$ cat src/ivm_defs.svh
/*
  Constants of the interrupt vector map: source count, address width, slot indices, reset entry, boot start.
  Assumes inclusion by bare name from the package and the design module.
*/
`ifndef IVM_DEFS_SVH
`define IVM_DEFS_SVH
`define IVM_NUM_SRC 26
`define IVM_ADDR_W 14
`define IVM_RESET_ADDR 14'h0000
`define IVM_SLOT_EXT0 5'h01
`define IVM_SLOT_PCG0 5'h03
`define IVM_SLOT_WDT 5'h06
`define IVM_SLOT_TB8A 5'h07
`define IVM_SLOT_TB8OVF 5'h09
`define IVM_SLOT_TW16CAP 5'h0A
`define IVM_SLOT_TW16OVF 5'h0D
`define IVM_SLOT_TA8A 5'h0E
`define IVM_SLOT_TA8OVF 5'h10
`define IVM_SLOT_SPI 5'h11
`define IVM_SLOT_SERRX 5'h12
`define IVM_SLOT_SERTX 5'h14
`define IVM_SLOT_ADC 5'h15
`define IVM_SLOT_NVRDY 5'h16
`define IVM_SLOT_ACMP 5'h17
`define IVM_SLOT_TWE 5'h18
`define IVM_SLOT_PSRDY 5'h19
`define IVM_SLOT_LAST 5'h1A
`define IVM_BOOT_START 14'h0F00
`endif

$ cat src/ivm_pkg.sv
/*
  Types of the interrupt vector map.
  Assumes ivm_defs.svh is on the include path.
*/
`include "ivm_defs.svh"
package ivm_pkg;
  // Family variant: smallest, middle, largest
  typedef enum logic [1:0] {
    IVM_VAR_SMALL = 2'h0,
    IVM_VAR_MID = 2'h1,
    IVM_VAR_LARGE = 2'h3
  } ivm_variant_e;
  typedef enum logic [1:0] {
    IVM_ST_IDLE = 2'h0,
    IVM_ST_VECT = 2'h1,
    IVM_ST_RESET = 2'h2
  } ivm_state_e;
  typedef logic [`IVM_ADDR_W-1:0] ivm_addr_t;
endpackage : ivm_pkg

$ cat src/ivm_vector_map.sv
/*
  Interrupt vector map: picks the winning pending request and hands the
  program counter its vector address; rst goes to the reset entry, a reset request to the fuse-selected target in the larger variants.
  Assumes requests and enables are synchronous to clk and the core raises
  vecAck for one cycle when it has taken the offered vector.
*/
// Operation
// - Slot 0 at 0x000 is the reset entry for rst and, fuse unprogrammed, for reset requests.
// - External request zero goes to 0x001, request one to 0x002.
// - Pin-change groups zero to two go to 0x003, 0x004, 0x005.
// - Watchdog 0x006; second 8-bit timer match A, B, overflow 0x007-0x009.
// - 16-bit timer capture 0x00A, match A/B 0x00B/0x00C, overflow 0x00D.
// - First 8-bit timer match A, B, overflow go to 0x00E, 0x00F, 0x010.
// - SPI done 0x011; serial receive, buffer empty, transmit 0x012-0x014.
// - Conversion done 0x015, data memory ready 0x016, comparator 0x017.
// - Two-wire 0x018, program store ready 0x019, start edge 0x01A last.
// - Slot spans one word in smaller variants, two in the largest.
// - Smallest variant has no boot section; addresses never relocate.
// - Larger variants: reset follows boot fuse, base follows select bit.
// - Select bit set: vector is boot start plus table address.
// - Fuse programmed (0) resets to boot address, else to 0x000.
`timescale 1ns/1ps
`default_nettype none
`include "ivm_defs.svh"
module ivm_vector_map #(
  parameter ivm_pkg::ivm_variant_e VARIANT = ivm_pkg::IVM_VAR_MID,
  parameter logic [`IVM_ADDR_W-1:0] BOOT_START = `IVM_BOOT_START
) (
  input wire logic clk,
  input wire logic rst,
  input wire logic clkEn,
  input wire logic sysResetReq,
  input wire logic [`IVM_NUM_SRC-1:0] irqPending,
  input wire logic [`IVM_NUM_SRC-1:0] irqEnable,
  input wire logic globalIrqEnable,
  input wire logic boot_reset_select_fuse,
  input wire logic vector_base_select,
  input wire logic vecAck,
  output logic vecValid,
  output logic resetJump,
  output logic [`IVM_ADDR_W-1:0] vecAddr,
  output logic [4:0] vecSlot
);

  // Slot of the lowest-numbered enabled request; 0 means none
  function automatic logic [4:0] pickSlot(input logic [`IVM_NUM_SRC-1:0] req);
    logic [4:0] s;
    s = 5'h00;
    for (int i = `IVM_NUM_SRC - 1; i >= 0; i--) begin
      if (req[i]) begin
        s = 5'(i + 1);
      end
    end
    return s;
  endfunction : pickSlot

  // Address of a slot from base and slot size
  function automatic logic [`IVM_ADDR_W-1:0] slotAddr(input logic [4:0] slot,
                                                       input logic relocate);
    logic [`IVM_ADDR_W-1:0] base;
    logic [`IVM_ADDR_W-1:0] offs;
    base = `IVM_RESET_ADDR;
    offs = {{(`IVM_ADDR_W-5){1'b0}}, slot};
    if (VARIANT == ivm_pkg::IVM_VAR_LARGE) begin
      offs = offs << 1;
    end
    if (relocate && VARIANT != ivm_pkg::IVM_VAR_SMALL) begin
      base = BOOT_START;
    end
    return base + offs;
  endfunction : slotAddr

  ivm_pkg::ivm_state_e state_r, state_nxt;
  logic vecValid_r, vecValid_nxt;
  logic resetJump_r, resetJump_nxt;
  logic [`IVM_ADDR_W-1:0] vecAddr_r, vecAddr_nxt;
  logic [4:0] vecSlot_r, vecSlot_nxt;
  logic [4:0] winSlot;
  logic [`IVM_ADDR_W-1:0] resetTarget;

  assign winSlot = globalIrqEnable ? pickSlot(irqPending & irqEnable) : 5'h00;

  // Reset target: fuse only matters where a boot section exists
  always_comb begin
    resetTarget = `IVM_RESET_ADDR;
    if (VARIANT != ivm_pkg::IVM_VAR_SMALL && !boot_reset_select_fuse) begin
      resetTarget = BOOT_START;
    end
  end

  // Offer held until taken, or until a reset request drops it
  always_comb begin
    state_nxt = state_r;
    vecValid_nxt = vecValid_r;
    resetJump_nxt = 1'b0;
    vecAddr_nxt = vecAddr_r;
    vecSlot_nxt = vecSlot_r;
    case (state_r)
      ivm_pkg::IVM_ST_RESET: begin
        // Reset request wins over any pending interrupt
        state_nxt = ivm_pkg::IVM_ST_IDLE;
        vecValid_nxt = 1'b0;
      end
      ivm_pkg::IVM_ST_IDLE: begin
        if (winSlot != 5'h00) begin
          state_nxt = ivm_pkg::IVM_ST_VECT;
          vecValid_nxt = 1'b1;
          vecSlot_nxt = winSlot;
          vecAddr_nxt = slotAddr(winSlot, vector_base_select);
        end
      end
      ivm_pkg::IVM_ST_VECT: begin
        if (vecAck) begin
          state_nxt = ivm_pkg::IVM_ST_IDLE;
          vecValid_nxt = 1'b0;
        end
      end
      default: begin
        state_nxt = ivm_pkg::IVM_ST_IDLE;
        vecValid_nxt = 1'b0;
      end
    endcase
    if (sysResetReq) begin
      state_nxt = ivm_pkg::IVM_ST_RESET;
      vecValid_nxt = 1'b0;
      resetJump_nxt = 1'b1;
      vecSlot_nxt = 5'h00;
      vecAddr_nxt = resetTarget;
    end
  end

  // Registers; clock enable freezes everything
  always_ff @(posedge clk or posedge rst) begin
    if (rst) begin
      state_r <= ivm_pkg::IVM_ST_RESET;
      vecValid_r <= 1'b0;
      resetJump_r <= 1'b1;
      vecAddr_r <= `IVM_RESET_ADDR;
      vecSlot_r <= 5'h00;
    end else if (clkEn) begin
      state_r <= state_nxt;
      vecValid_r <= vecValid_nxt;
      resetJump_r <= resetJump_nxt;
      vecAddr_r <= vecAddr_nxt;
      vecSlot_r <= vecSlot_nxt;
    end
  end

  assign vecValid = vecValid_r;
  assign resetJump = resetJump_r;
  assign vecAddr = vecAddr_r;
  assign vecSlot = vecSlot_r;

  // Reset request always yields a reset jump next enabled edge
  chk_reset_wins: assert property (@(posedge clk) disable iff (rst)
    (clkEn && sysResetReq) |=> (resetJump && !vecValid && vecSlot == 5'h00))
    else $error("reset request did not win");

  chk_reset_target: assert property (@(posedge clk) disable iff (rst)
    (clkEn && sysResetReq) |=> (vecAddr == (($past(boot_reset_select_fuse)
      || VARIANT == ivm_pkg::IVM_VAR_SMALL) ? `IVM_RESET_ADDR : BOOT_START)))
    else $error("wrong reset target");

  chk_vec_hold: assert property (@(posedge clk) disable iff (rst)
    (vecValid && !vecAck && !sysResetReq) |=> (vecValid && $stable(vecAddr)))
    else $error("offered vector dropped");

  chk_small_fixed: assert property (@(posedge clk) disable iff (rst)
    (VARIANT == ivm_pkg::IVM_VAR_SMALL && vecValid) |->
      (vecAddr == {{(`IVM_ADDR_W-5){1'b0}}, vecSlot}))
    else $error("small variant vector moved");

  chk_large_space: assert property (@(posedge clk) disable iff (rst)
    (VARIANT == ivm_pkg::IVM_VAR_LARGE && vecValid && !vector_base_select
     && $past(!vector_base_select)) |-> (vecAddr[0] == 1'b0))
    else $error("large variant slot not two words");

  chk_lowest_wins: assert property (@(posedge clk) disable iff (rst)
    (clkEn && state_r == ivm_pkg::IVM_ST_IDLE && !sysResetReq && globalIrqEnable
     && (irqPending[0] & irqEnable[0])) |=> (vecValid && vecSlot == `IVM_SLOT_EXT0))
    else $error("lowest source not chosen");

  chk_last_slot: assert property (@(posedge clk) disable iff (rst)
    (clkEn && state_r == ivm_pkg::IVM_ST_IDLE && !sysResetReq && globalIrqEnable
     && (irqPending & irqEnable) == 26'h200_0000) |=> (vecSlot == `IVM_SLOT_LAST))
    else $error("start edge slot wrong");

  chk_no_mask: assert property (@(posedge clk) disable iff (rst)
    (clkEn && state_r == ivm_pkg::IVM_ST_IDLE && !globalIrqEnable) |=> !vecValid)
    else $error("vector offered with interrupts off");

endmodule : ivm_vector_map
`default_nettype wire

$ cat config.mk
export PLATFORM = sky130hd
export DESIGN_NAME = ivm_vector_map
export DESIGN_NICKNAME = d
export VERILOG_FILES = /design/src/ivm_pkg.sv /design/src/ivm_vector_map.sv
export VERILOG_INCLUDE_DIRS = /design/src
export SDC_FILE = /design/constraint.sdc
export NUM_CORES = 1
export LEC_CHECK = 0
export CORE_MARGIN = 3
export CORE_UTILIZATION = 28
export DETAILED_ROUTE_END_ITERATION = 8
export DONT_BUFFER_PORTS = 1
export HOLD_SLACK_MARGIN = 0.08
export SLEW_MARGIN = 40
export SYNTH_ARGS = -nofsm -noshare
export SYNTH_HDL_FRONTEND = slang
export SYNTH_SLANG_ARGS = --single-unit
$ cat constraint.sdc
create_clock -name clk -period 2.6 [get_ports clk]
set_clock_uncertainty 0.15 [all_clocks]
set_input_delay 0.13 -clock clk [delete_from_list [all_inputs] [get_ports clk]]
set_output_delay 0.13 -clock clk [all_outputs]
set_load 0.01 [all_outputs]
==> impl_results.rst, run 1 <==
.. list-table::
   :header-rows: 1

   * - Metric
     - Value
   * - H-Tree Level Count
     - 1
   * - Initial cell density of the core
     - 30.78%
   * - Count of buffers inserted at the top-level ports
     - 0
   * - Setup Buffers After CTS
     - 0
   * - Simple-gate area share of the yosys netlist
     - 17.89%
   * - Placed Cells
     - 154
   * - Die ar.
     - 0.004269 mm²
   * - Critical Path RT
     - 2.59 ns
   * - Class of the tightest hold or removal check
     - in -> reg
   * - Number of antenna violations at the first check in global routing
     - 0
   * - Most common library cell in the layout ignoring fill and taps
     - sky130_fd_sc_hd__nand2_1
   * - Max-slew violation total from the final report
     - 0
   * - Total Power
     - 0.4268 mW
   * - Commonest cells after routing, fill and taps aside
     - 18 x sky130_fd_sc_hd__nand2_1, 9 x sky130_fd_sc_hd__a22o_1, 9 x sky130_fd_sc_hd__a22oi_1
   * - Final min period
     - 1.981 ns
   * - Unrepaired setup endpoints after global routing
     - false
   * - Area of the mapped netlist
     - 985.9 µm²
   * - Type of the worst setup path
     - in -> reg
   * - Part of the cycle the worst path needs
     - 76.19%
   * - GRT Residual Overflow
     - 0
   * - Pwr per Cell Area
     - 401.8 mW/mm²
   * - Root Buffer
     - sky130_fd_sc_hd__clkbuf_4
   * - NumNets Final
     - 182
   * - Worst-skew pair later-pin latency
     - 0.25 ns
   * - Nature of the critical path startpoint
     - input pin
   * - Proportion of layout cells with a drive suffix above 1
     - 9.091%
   * - Sum of negative setup slack
     - 0 ns
   * - Global-route wire length before repair
     - 4284 µm
   * - Yosys warnings
     - 0
   * - Top fanout value on the critical path
     - 6
   * - Synthesized area divided by synthesized cell count
     - 8.355 µm²
   * - Global-route usage over all layers
     - 12.67%
   * - Non-Filler Instances
     - 165
   * - Adder and majority cell fraction of the synthesized area
     - 0%
   * - Largest net degree at the start of global routing
     - 10
   * - Register area share after synthesis
     - 23.10%
   * - Clock transition at path regs
     - 0.06 ns
   * - Number of sinks on the clock net
     - 9
   * - Drt via density
     - 5.776
   * - Die height
     - 65.34 µm
   * - Vias in the first global route
     - 1026
   * - Parity-gate share of the synthesized area counting xor and xnor cells
     - 0%
   * - Number of iterations in the first detailed-routing pass
     - 5
   * - Placement row count
     - 20
   * - Max IR drop VDD
     - 0.09112 mV
   * - Yosys reg bits
     - 9
   * - Antenna cell count
     - 0
   * - HPWL reported at the end of detailed placement
     - 2309 µm
   * - Final weighted congestion in routability-driven placement
     - 0.8092
   * - Multiplexer share of the synthesized area
     - 2.157%
   * - MaxCap Viol Count
     - 0
   * - Final antenna-violating net count
     - 0
   * - Clock tree from TritonCTS
     - done
   * - Chip Width
     - 65.34 µm
   * - Combinational family with the most area after synthesis
     - compound AO/OA/AOI/OAI gates
   * - Number of flops mapped to enable cells by yosys
     - 0
   * - Max Freq
     - 0.5048 GHz
   * - Crit path DAT
     - 1.97 ns
   * - Routed length per instance
     - 16.38 µm
   * - Routed vias
     - 953
   * - Clock tree buffer depth
     - 2
   * - Final setup vio count
     - 0
   * - Fraction of synthesis flops using an asynchronous set or reset pin
     - 100.0%
   * - Synth Area in Compound Gates
     - 44.29%
   * - Hold Fails Final Rpt
     - 0
   * - Leakage power
     - 0.4329 nW
   * - Number of instances in the synthesized netlist
     - 118
   * - Area inside the core boundary
     - 0.003203 mm²
   * - Worst Setup End Kind
     - register
   * - Post-synth top flop
     - sky130_fd_sc_hd__dfrtp_1
   * - Status
     - completed
   * - TritonCTS Buffers
     - 3
   * - Routed Wire Length
     - 2703 µm
   * - Number of DRC violations after detailed-routing iteration 0
     - 30
   * - Area delta synth->final
     - 7.741%
   * - Count of pins on the block boundary
     - 81
   * - DRC viols
     - 0
   * - Cell variety after synth
     - 41
==> state kept, by name (all words and copies together), names as in the netlist <==
name and flops:
vecSlot 4, state_r 2, resetJump 1, vecAddr 2
==> worst paths after layout <==
kind                                start  slack [ns]  depth (start not counted)          end
max in group asynchronous             rst        1.88                          2   state_r[1]
max reg2reg                     resetJump        1.08                          3    resetJump
min in group asynchronous             rst        0.12                          2  vecAddr[10]
min                                 clkEn        0.09                          3   vecSlot[1]
max                        irqPending[17]        0.62                          7  vecAddr[10]
min reg2reg                    state_r[1]        0.35                          2   state_r[1]
==> routing by layer <==
layer	global-route usage (%)	routed length (µm)	part of all wire, %
met1	13.97	1005	37
met2	22.88	1373	51
met3	4.103	308	11
met4	3.886	16	0.59
met5	0	0	0
==> power breakdown <==
part | total (mW) | leakage [nW] | internal (mW) | switching (mW)
logic | 0.130 | 0.303 | 0.0649 | 0.0653
registers | 0.191 | 0.114 | 0.157 | 0.0342
clock network | 0.105 | 0.0150 | 0.0590 | 0.0463
==> timing repair <==
action / 4_1_cts / 5_1_grt
endpoints found under the hold margin: 13 / 0
gates resized for setup: 0 / 0
endpoints found under the setup margin: 0 / 0
hold buffers: 7 / 0
==> critical path: stages <==
cell                       delay [ns]
sky130_fd_sc_hd__a22o_1          0.25
sky130_fd_sc_hd__a311oi_1        0.28
sky130_fd_sc_hd__nor3_1          0.11
sky130_fd_sc_hd__o31ai_1         0.22
sky130_fd_sc_hd__o221ai_1        0.27
sky130_fd_sc_hd__o31ai_4         0.36
sky130_fd_sc_hd__mux2_1          0.36
==> through the flow <==
stage / hold WS, ns / utilization (%) / setup slack [ns] / instance area, µm²
6_report: 0.08877 / 33.16 / 0.6191 / 1062
5_1_grt: 0.09280 / 33.16 / 0.4863 / 1062
4_1_cts: 0.08238 / 33.16 / 0.6158 / 1062
3_5_place_dp: -0.1444 / 30.16 / 0.3712 / 965.9
3_3_place_gp: -0.1578 / 30.16 / 0.4057 / 965.9
2_1_floorplan: -0.1935 / - / 0.5736 / 1001
==> Yosys cell counts, drive strengths merged (2+ instances only) <==
library cell | count | area share [%]
a21oi | 3 | 1.5
buf | 13 | 9.9
a32o | 4 | 4.1
dfstp | 2 | 5.3
o31ai | 2 | 2.9
o21ai | 5 | 2.5
inv | 6 | 2.3
nor4b | 2 | 1.8
o21bai | 2 | 1.9
a21boi | 3 | 2.7
a22o | 9 | 8.0
a222oi | 4 | 4.1
nand2b | 3 | 1.9
nand4 | 2 | 1.3
nand2 | 18 | 6.9
a22oi | 10 | 8.1
dfrtp | 7 | 18
nor2 | 5 | 1.9
==> layout make-up <==
| type | instances | area, µm² |
|---|---|---|
| Clock buffer | 4 | 26.28 |
| Fill cell | 345 | 2141 |
| Inverter | 6 | 22.52 |
| Multi-Input combinational cell | 94 | 653.1 |
| Sequential cell | 9 | 227.7 |
| Tap cell | 44 | 55.05 |
| Timing Repair Buffer | 8 | 77.57 |
==> cell families after synthesis <==
family | after synthesis
buffers and inverters | 19
AO/OA/AOI/OAI | 50
multiplexers | 2
AND/OR/NAND/NOR | 37
other | 1
flip-flops | 9
Note: power is estimated with default switching activity, not from simulation.
==> inputs of run 2 (changes only) <==
- ABC_AREA: not set -> 1
- clock period: 2.6 -> 2 ns (I/O delays scaled with it)
==> run 2 against run 1 <==
Synthesized area increased by 0.25%. Clock-buffer cell count unchanged. Critical path type unchanged. Flip-flop and latch count stayed put. Critical path depth grew 5. Global-route usage decreased by 2.6 points. Clock power grew 30%. Hold slack worse by 0.0033 ns.
==> impl_results.rst, run 2 <==
.. list-table::
   :header-rows: 1

   * - Metric
     - Value
   * - Status
     - completed
   * - Crit path DAT
     - 1.85 ns (-0.12 ns)
   * - Clock tree buffer depth
     - 2 (unchanged)
   * - Multi-input gate area in the final layout
     - 686.9 µm² (+5.2%)
   * - Capture instance of the worst register-to-register path
     - vecSlot[1]
   * - Antenna cell count
     - 0 (unchanged)
   * - Area inside the core boundary
     - 0.003203 mm² (unchanged)
   * - Area of the mapped netlist
     - 988.4 µm² (+0.25%)
   * - FF-to-FF setup slack
     - 0.37 ns (-0.71 ns)
   * - Post-synth top flop
     - sky130_fd_sc_hd__dfrtp_1
   * - Area contributors post-synth
     - sky130_fd_sc_hd__nand2_1 24%, sky130_fd_sc_hd__dfrtp_1 18%, sky130_fd_sc_hd__nand2_2 14%
   * - Die height
     - 65.42 µm (+0.11%)
   * - Count of pins on the block boundary
     - 81 (unchanged)
   * - Worst Setup End Kind
     - register
   * - Startpoint of the worst register-to-register path
     - state_r[0]
   * - Max FFs per register
     - 4 (unchanged)
   * - Placement row count
     - 20 (unchanged)
   * - Global-route usage over all layers
     - 10.06% (-2.6 points)
   * - Cell type with the highest aggregate area in the netlist
     - sky130_fd_sc_hd__nand2_1
   * - Register area share after synthesis
     - 23.04% (-0.058 points)
   * - Proportion of layout cells with a drive suffix above 1
     - 29.17% (+20 points)
   * - Most common library cell in the layout ignoring fill and taps
     - sky130_fd_sc_hd__nand2_1
   * - Unrepaired setup endpoints after global routing
     - true
   * - Routed length per instance
     - 10.48 µm (-36%)
   * - Combinational family with the most area after synthesis
     - simple AND/OR/NAND/NOR gates
   * - Largest net degree at the start of global routing
     - 12 (+2)
   * - Most frequent cell after synthesis
     - sky130_fd_sc_hd__nand2_1
   * - Adder and majority cell fraction of the synthesized area
     - 0% (unchanged)
   * - Clock transition at path regs
     - 0.06 ns (about the same)
   * - Max-slew violation total from the final report
     - 0 (unchanged)
   * - Type of the worst setup path
     - in -> reg
   * - Yosys reg bits
     - 9 (unchanged)
   * - Number of instances in the synthesized netlist
     - 155 (+31%)
   * - Hold Fails Final Rpt
     - 0 (unchanged)
   * - Clock tree from TritonCTS
     - done
   * - Top fanout value on the critical path
     - 11 (+5)
   * - Number of flops mapped to enable cells by yosys
     - 0 (unchanged)
   * - Max Freq
     - 0.5512 GHz
   * - Class of the tightest hold or removal check
     - in -> async
   * - Fraction of synthesis flops using an asynchronous set or reset pin
     - 100.0% (unchanged)
   * - MaxCap Viol Count
     - 0 (unchanged)
   * - Chip Width
     - 65.42 µm (+0.11%)
   * - Nature of the critical path startpoint
     - input pin
   * - Commonest cells after routing, fill and taps aside
     - 60 x sky130_fd_sc_hd__nand2_1, 21 x sky130_fd_sc_hd__nand2_2, 10 x sky130_fd_sc_hd__dlygate4sd3_1
   * - Pwr per Cell Area
     - 501.3 mW/mm² (+25%)
   * - Number of antenna violations at the first check in global routing
     - 0 (unchanged)
   * - Leakage power
     - 0.6061 nW (+40%)
   * - Area taken by flip-flops and latches
     - 227.7 µm² (unchanged)
   * - Destination of the critical timing path
     - vecSlot[1]
   * - Routed vias
     - 961 (+0.84%)
   * - Drt via density
     - 4.533 (-22%)
   * - Depth of the worst register-to-register path
     - 6 (+3)
   * - H-Tree Level Count
     - 1 (unchanged)
   * - Max IR drop VDD
     - 0.1214 mV (+33%)
   * - Multiplexer share of the synthesized area
     - 0% (-2.2 points)
   * - Final setup vio count
     - 0 (unchanged)
   * - Critical Path RT
     - 2.03 ns (-0.56 ns)
   * - Number of iterations in the first detailed-routing pass
     - 4 (-1)
   * - Parity-gate share of the synthesized area counting xor and xnor cells
     - 0% (unchanged)
   * - Root Buffer
     - sky130_fd_sc_hd__clkbuf_4
   * - Global-route wire length before repair
     - 3505 µm (-18%)
   * - Yosys warnings
     - 0 (unchanged)
   * - Die ar.
     - 0.004279 mm² (+0.23%)
   * - Number of DRC violations after detailed-routing iteration 0
     - 48 (+60%)
   * - Vias in the first global route
     - 869 (-15%)
   * - Count of buffers inserted at the top-level ports
     - 0 (unchanged)
   * - Cell variety after synth
     - 24 (-41%)
   * - Part of the cycle the worst path needs
     - 90.71%
   * - DRC viols
     - 0 (unchanged)
   * - Critical Path Start
     - irqEnable[0]
   * - GRT Residual Overflow
     - 0 (unchanged)
   * - Synth Area in Compound Gates
     - 12.66% (-32 points)
   * - Simple-gate area share of the yosys netlist
     - 50.63% (+33 points)
   * - Final weighted congestion in routability-driven placement
     - 0.7443 (-8.0%)
   * - Number of filler cells placed in the layout
     - 380 (+10%)
   * - TritonCTS Buffers
     - 3 (unchanged)
   * - Number of sinks on the clock net
     - 9 (unchanged)
   * - Dpl ws
     - -0.1006 ns (-0.4717 ns)
   * - Setup WS post-layout
     - 0.1859 ns (-0.4333 ns)
   * - Area delta synth->final
     - 20.63%
   * - Synthesized area divided by synthesized cell count
     - 6.377 µm² (-24%)
   * - Routed Wire Length
     - 2222 µm (-18%)
   * - Initial cell density of the core
     - 30.86% (+0.078 points)
   * - Post-synth top area share
     - 23.54% (+5.8 points)
   * - NumNets Final
     - 229 (+26%)
   * - Final min period
     - 1.814 ns
   * - HPWL reported at the end of detailed placement
     - 1842 µm (-20%)
   * - Leading post-synthesis cells by instance count
     - 62 x sky130_fd_sc_hd__nand2_1, 22 x sky130_fd_sc_hd__nand2_2, 13 x sky130_fd_sc_hd__buf_4, 7 x sky130_fd_sc_hd__dfrtp_1, 7 x sky130_fd_sc_hd__nor2_1
   * - Utilization after layout
     - 37.23% (+4.1 points)
   * - Final antenna-violating net count
     - 0 (unchanged)
   * - Worst-skew pair later-pin latency
     - 0.26 ns (about the same)
## run 2: changes by cell type after synthesis, sizes merged, moves of 4 or more
cell    delta
a22oi     -10
nand3      +5
a22o       -9
a222oi     -4
a32o       -4
nand2     +68
## run 2: critical path, stage by stage
cell and delay (ns):
sky130_fd_sc_hd__dlygate4sd3_1 0.55, sky130_fd_sc_hd__nand2_2 0.06, sky130_fd_sc_hd__nand3_1 0.10, sky130_fd_sc_hd__nor3_1 0.05
sky130_fd_sc_hd__buf_4 0.14, sky130_fd_sc_hd__a21oi_1 0.13, sky130_fd_sc_hd__nand2_1 0.07, sky130_fd_sc_hd__nor3_2 0.28
sky130_fd_sc_hd__nand2_4 0.12, sky130_fd_sc_hd__nand2_8 0.13, sky130_fd_sc_hd__nand2_2 0.06, sky130_fd_sc_hd__o21ai_2 0.05
## run 2: through the flow
stage / hold WS, ns / std cells / instance area (µm²) / power, mW / TNS [ns]
floorplan: -0.2235 / 159 / 1003 / 0.4295 / 0
global placement: -0.1876 / 197 / 1010 / 0.4257 / -0.4759
detailed placement: -0.1824 / 197 / 1010 / 0.4283 / -0.4845
CTS: 0.08435 / 211 / 1136 / 0.5869 / 0
global route: 0.1162 / 212 / 1192 / 0.6514 / -0.01416
finish: 0.08544 / 212 / 1192 / 0.5978 / 0
## run 2: logic make-up (layout without fill, tap and decap cells)
kind of cell | Yosys count | count (layout)
AOI/OAI and AO/OA | 18 | 18
buffers and inverters | 20 | 29
DFF | 9 | 9
other | 1 | 5
and+or+nand+nor | 107 | 107
## run 2: area by class of cell
cell class	count	share of cell area (%)
clock buffer	4	2.204
inverter	6	2.099
multi-input combinational	130	57.61
sequential	9	19.10
tap	44	4.617
timing repair buffer	19	14.38
## run 2: layer usage
layer | part of all wire [%] | GRT usage (%)
met1 | 39 | 12.21
met2 | 51 | 17.70
met3 | 9.4 | 1.538
met4 | 0.45 | 3.886
met5 | 0 | 0
## run 2: worst min-delay path by stage
| stage | end | slack (ns) | depth (start not counted) |
|---|---|---|---|
| 2_1_floorplan | state_r[0] | -0.22 | 1 |
| 3_3_place_gp | vecSlot[3] | -0.19 | 1 |
| 3_5_place_dp | vecAddr[4] | -0.18 | 1 |
| 4_1_cts | vecSlot[2] | 0.08 | 5 |
| 5_1_grt | vecSlot[3] | 0.12 | 2 |
| 6_report | vecAddr[10] | 0.09 | 2 |
## run 2: repair_timing
item	in CTS	in global routing
gates resized for setup	0	10
buffers inserted	0	1
endpoints found under the hold margin	18	0
endpoints found under the setup margin	0	8
hold buffers	10	0
## run 2: report_power, final
part / internal, mW / switching (mW) / leakage [nW] / total [mW]
logic: 0.0953 / 0.118 / 0.476 / 0.213
clock network: 0.0766 / 0.0590 / 0.0150 / 0.136
registers: 0.205 / 0.0440 / 0.115 / 0.249
total: 0.377 / 0.221 / 0.606 / 0.598
==> inputs of run 3 (changes only) <==
- GPL_TIMING_DRIVEN: not set -> 0
==> run 3 against run 2 <==
Combinational power up 31%. Sequential power down 4%. Total power up 9.4%. Die area unchanged. Clock-buffer cell count unchanged. Critical endpoint is now vecSlot[3]. Cell count up 6.1%. Register-to-register slack better by 0.11 ns.
==> impl_results.rst, run 3 (synthesis results as in run 2) <==
.. list-table::
   :header-rows: 1

   * - Metric
     - Value
   * - GRT Residual Overflow
     - 0 (unchanged)
   * - CP max-delay cell
     - sky130_fd_sc_hd__dlygate4sd3_1
   * - Max IR drop VDD
     - 0.1237 mV (+1.9%)
   * - Pwr per Cell Area
     - 495.5 mW/mm² (-1.2%)
   * - Most frequent cell on the critical path
     - sky130_fd_sc_hd__nand2_2
   * - TritonCTS Buffers
     - 3 (unchanged)
   * - H-Tree Level Count
     - 1 (unchanged)
   * - Chip Width
     - 65.42 µm (unchanged)
   * - Status
     - completed
   * - Startpoint of the worst register-to-register path
     - state_r[0]
   * - Total Power
     - 0.6541 mW (+9.4%)
   * - Max FFs per register
     - 4 (unchanged)
   * - Root Buffer
     - sky130_fd_sc_hd__clkbuf_4
   * - HPWL reported at the end of detailed placement
     - 1915 µm (+4.0%)
   * - Global-route wire length before repair
     - 3532 µm (+0.77%)
   * - Die ar.
     - 0.004279 mm² (unchanged)
   * - Routed Wire Length
     - 2397 µm (+7.9%)
   * - Final min period
     - 1.800 ns (-0.01377 ns)
   * - Count of buffers inserted at the top-level ports
     - 0 (unchanged)
   * - Hold Fails Final Rpt
     - 0 (unchanged)
   * - DRC viols
     - 0 (unchanged)
   * - Number of iterations in the first detailed-routing pass
     - 4 (unchanged)
   * - Routed length per instance
     - 10.65 µm (+1.6%)
   * - Most common library cell in the layout ignoring fill and taps
     - sky130_fd_sc_hd__nand2_1
   * - Class of the tightest hold or removal check
     - in -> async
   * - Part of the cycle the worst path needs
     - 90.02% (-0.69 points)
   * - Type of the worst setup path
     - in -> reg
   * - Commonest cells after routing, fill and taps aside
     - 62 x sky130_fd_sc_hd__nand2_1, 17 x sky130_fd_sc_hd__buf_4, 16 x sky130_fd_sc_hd__nand2_2
   * - Final weighted congestion in routability-driven placement
     - 0.7355 (-1.2%)
   * - Cell family with most CP delay
     - buffers and inverters
   * - Number of sinks on the clock net
     - 9 (unchanged)
   * - Drt via density
     - 4.507 (-0.58%)
   * - Clock transition at path regs
     - 0.06 ns (about the same)
   * - Capture instance of the worst register-to-register path
     - vecSlot[3]
   * - Max Freq
     - 0.5554 GHz (+0.77%)
   * - Final antenna-violating net count
     - 0 (unchanged)
   * - Design Area, Final
     - 0.001320 mm² (+11%)
   * - Vias in the first global route
     - 857 (-1.4%)
   * - Clock tree buffer depth
     - 2 (unchanged)
   * - Critical Path RT
     - 2.00 ns (-0.03 ns)
   * - Placed cell area
     - 0.001059 mm² (+4.8%)
   * - Area inside the core boundary
     - 0.003203 mm² (unchanged)
   * - Die height
     - 65.42 µm (unchanged)
   * - Routed vias
     - 1014 (+5.5%)
   * - NumNets Final
     - 242 (+5.7%)
   * - Clock tree from TritonCTS
     - done
   * - Leakage power
     - 0.7046 nW (+16%)
   * - Area delta synth->final
     - 33.54%
   * - FF-to-FF setup slack
     - 0.48 ns (+0.11 ns)
   * - Max-slew violation total from the final report
     - 0 (unchanged)
   * - Antenna cell count
     - 0 (unchanged)
   * - Slowest stage delay, CP
     - 0.55 ns (about the same)
   * - Crit path DAT
     - 1.80 ns (-0.05 ns)
   * - Depth of the worst register-to-register path
     - 7 (+1)
   * - Initial cell density of the core
     - 30.86% (unchanged)
   * - Worst path bufs/invs
     - 3 (+1)
   * - Nature of the critical path startpoint
     - input pin
   * - MaxCap Viol Count
     - 0 (unchanged)
   * - Top fanout value on the critical path
     - 5 (-6)
   * - Global-route usage over all layers
     - 10.35% (+0.28 points)
   * - Largest net degree at the start of global routing
     - 11 (-1)
   * - Proportion of layout cells with a drive suffix above 1
     - 31.49% (+2.3 points)
   * - Number of antenna violations at the first check in global routing
     - 0 (unchanged)
   * - Unrepaired setup endpoints after global routing
     - true
   * - Worst Setup End Kind
     - register
   * - Final setup vio count
     - 0 (unchanged)
   * - Worst-skew pair later-pin latency
     - 0.26 ns (about the same)
   * - Hold Worst Slack
     - 0.08825 ns (+0.002804 ns)
   * - Series of cell instances along the critical path
     - dlygate4sd3_1 > nand2_2 > dlygate4sd3_1 > nand2_1 > nand2_2 > nand2_4 > nand2_4 > buf_8 > nand2_2 > o21ai_2
   * - Transition time of the tightest slew-check pin
     - 0.5081 ns
   * - Placement row count
     - 20 (unchanged)
   * - Number of DRC violations after detailed-routing iteration 0
     - 18 (-63%)
   * - Count of pins on the block boundary
     - 81 (unchanged)
   * - Worst slew margin relative to its limit
     - 65.82%
-- run 3: cell types whose count changed in the layout (fill, tap and decap cells not counted), moves of 2 or more --
cell                            change
sky130_fd_sc_hd__buf_4              +9
sky130_fd_sc_hd__nand2_2            -5
sky130_fd_sc_hd__nand2_4            +4
sky130_fd_sc_hd__dlygate4sd3_1      +2
sky130_fd_sc_hd__nand2_1            +2
-- run 3: worst reg2reg max path, delay by kind of cell, from the launching register on --
kind	cells	cell delay, ns
and+or+nand+nor	3	0.33
AOI/OAI and AO/OA	2	0.28
DFF	1	0.45
buffers and inverters	2	0.22
-- run 3: area by class of cell --
class                           instances  area, µm²
Timing Repair Buffer                   18      187.7
Clock buffer                            4      26.28
Tap cell                               44      55.05
Multi-Input combinational cell        130      688.2
Inverter                                6      22.52
Buffer                                 14      112.6
Fill cell                             353       1883
Sequential cell                         9      227.7
-- run 3: metal layers --
layer / up-vias / wire length, µm / GRT usage [%]
met5: - / 0 / 0
met4: 0 / 29 / 4.663
met3: 3 / 236 / 1.880
met2: 56 / 1162 / 16.69
met1: 420 / 969 / 13.35
li1: 535 / - / -
-- run 3: timing repair --
item | 4_1_cts | 5_1_grt
resized for setup | 0 | 10
endpoints found under the setup margin | 0 | 7
hold endpoints to repair | 18 | 1
hold buffers | 12 | 1
buffers inserted | 0 | 4
-- run 3: how the worst max path moves through the flow --
stage	to	start	cells after the start
2_1_floorplan	vecAddr[4]	irqPending[24]	32
4_1_cts	resetJump	sysResetReq	5
6_report	vecSlot[3]	irqEnable[0]	10
3_5_place_dp	vecSlot[2]	irqPending[24]	32
5_1_grt	vecSlot[3]	irqPending[24]	32
3_3_place_gp	vecAddr[4]	irqPending[24]	32
-- run 3: stage by stage --
| step | util, % | setup WS (ns) | TNS (ns) | std cells |
|---|---|---|---|---|
| floorplan | - | 0.09736 | 0 | 159 |
| global placement | 33.05 | -0.07586 | -0.4454 | 203 |
| detailed placement | 33.05 | -0.09915 | -0.5696 | 203 |
| CTS | 37.62 | 0.04451 | 0 | 219 |
| global route | 41.21 | -0.03266 | -0.1594 | 225 |
| finish | 41.21 | 0.1996 | 0 | 225 |
-- run 3: where the power goes --
| part | switching, mW | total (mW) | internal, mW |
|---|---|---|---|
| clock | 0.0613 | 0.138 | 0.0767 |
| combinational | 0.139 | 0.278 | 0.138 |
| sequential | 0.0329 | 0.238 | 0.205 |
| total | 0.234 | 0.654 | 0.420 |
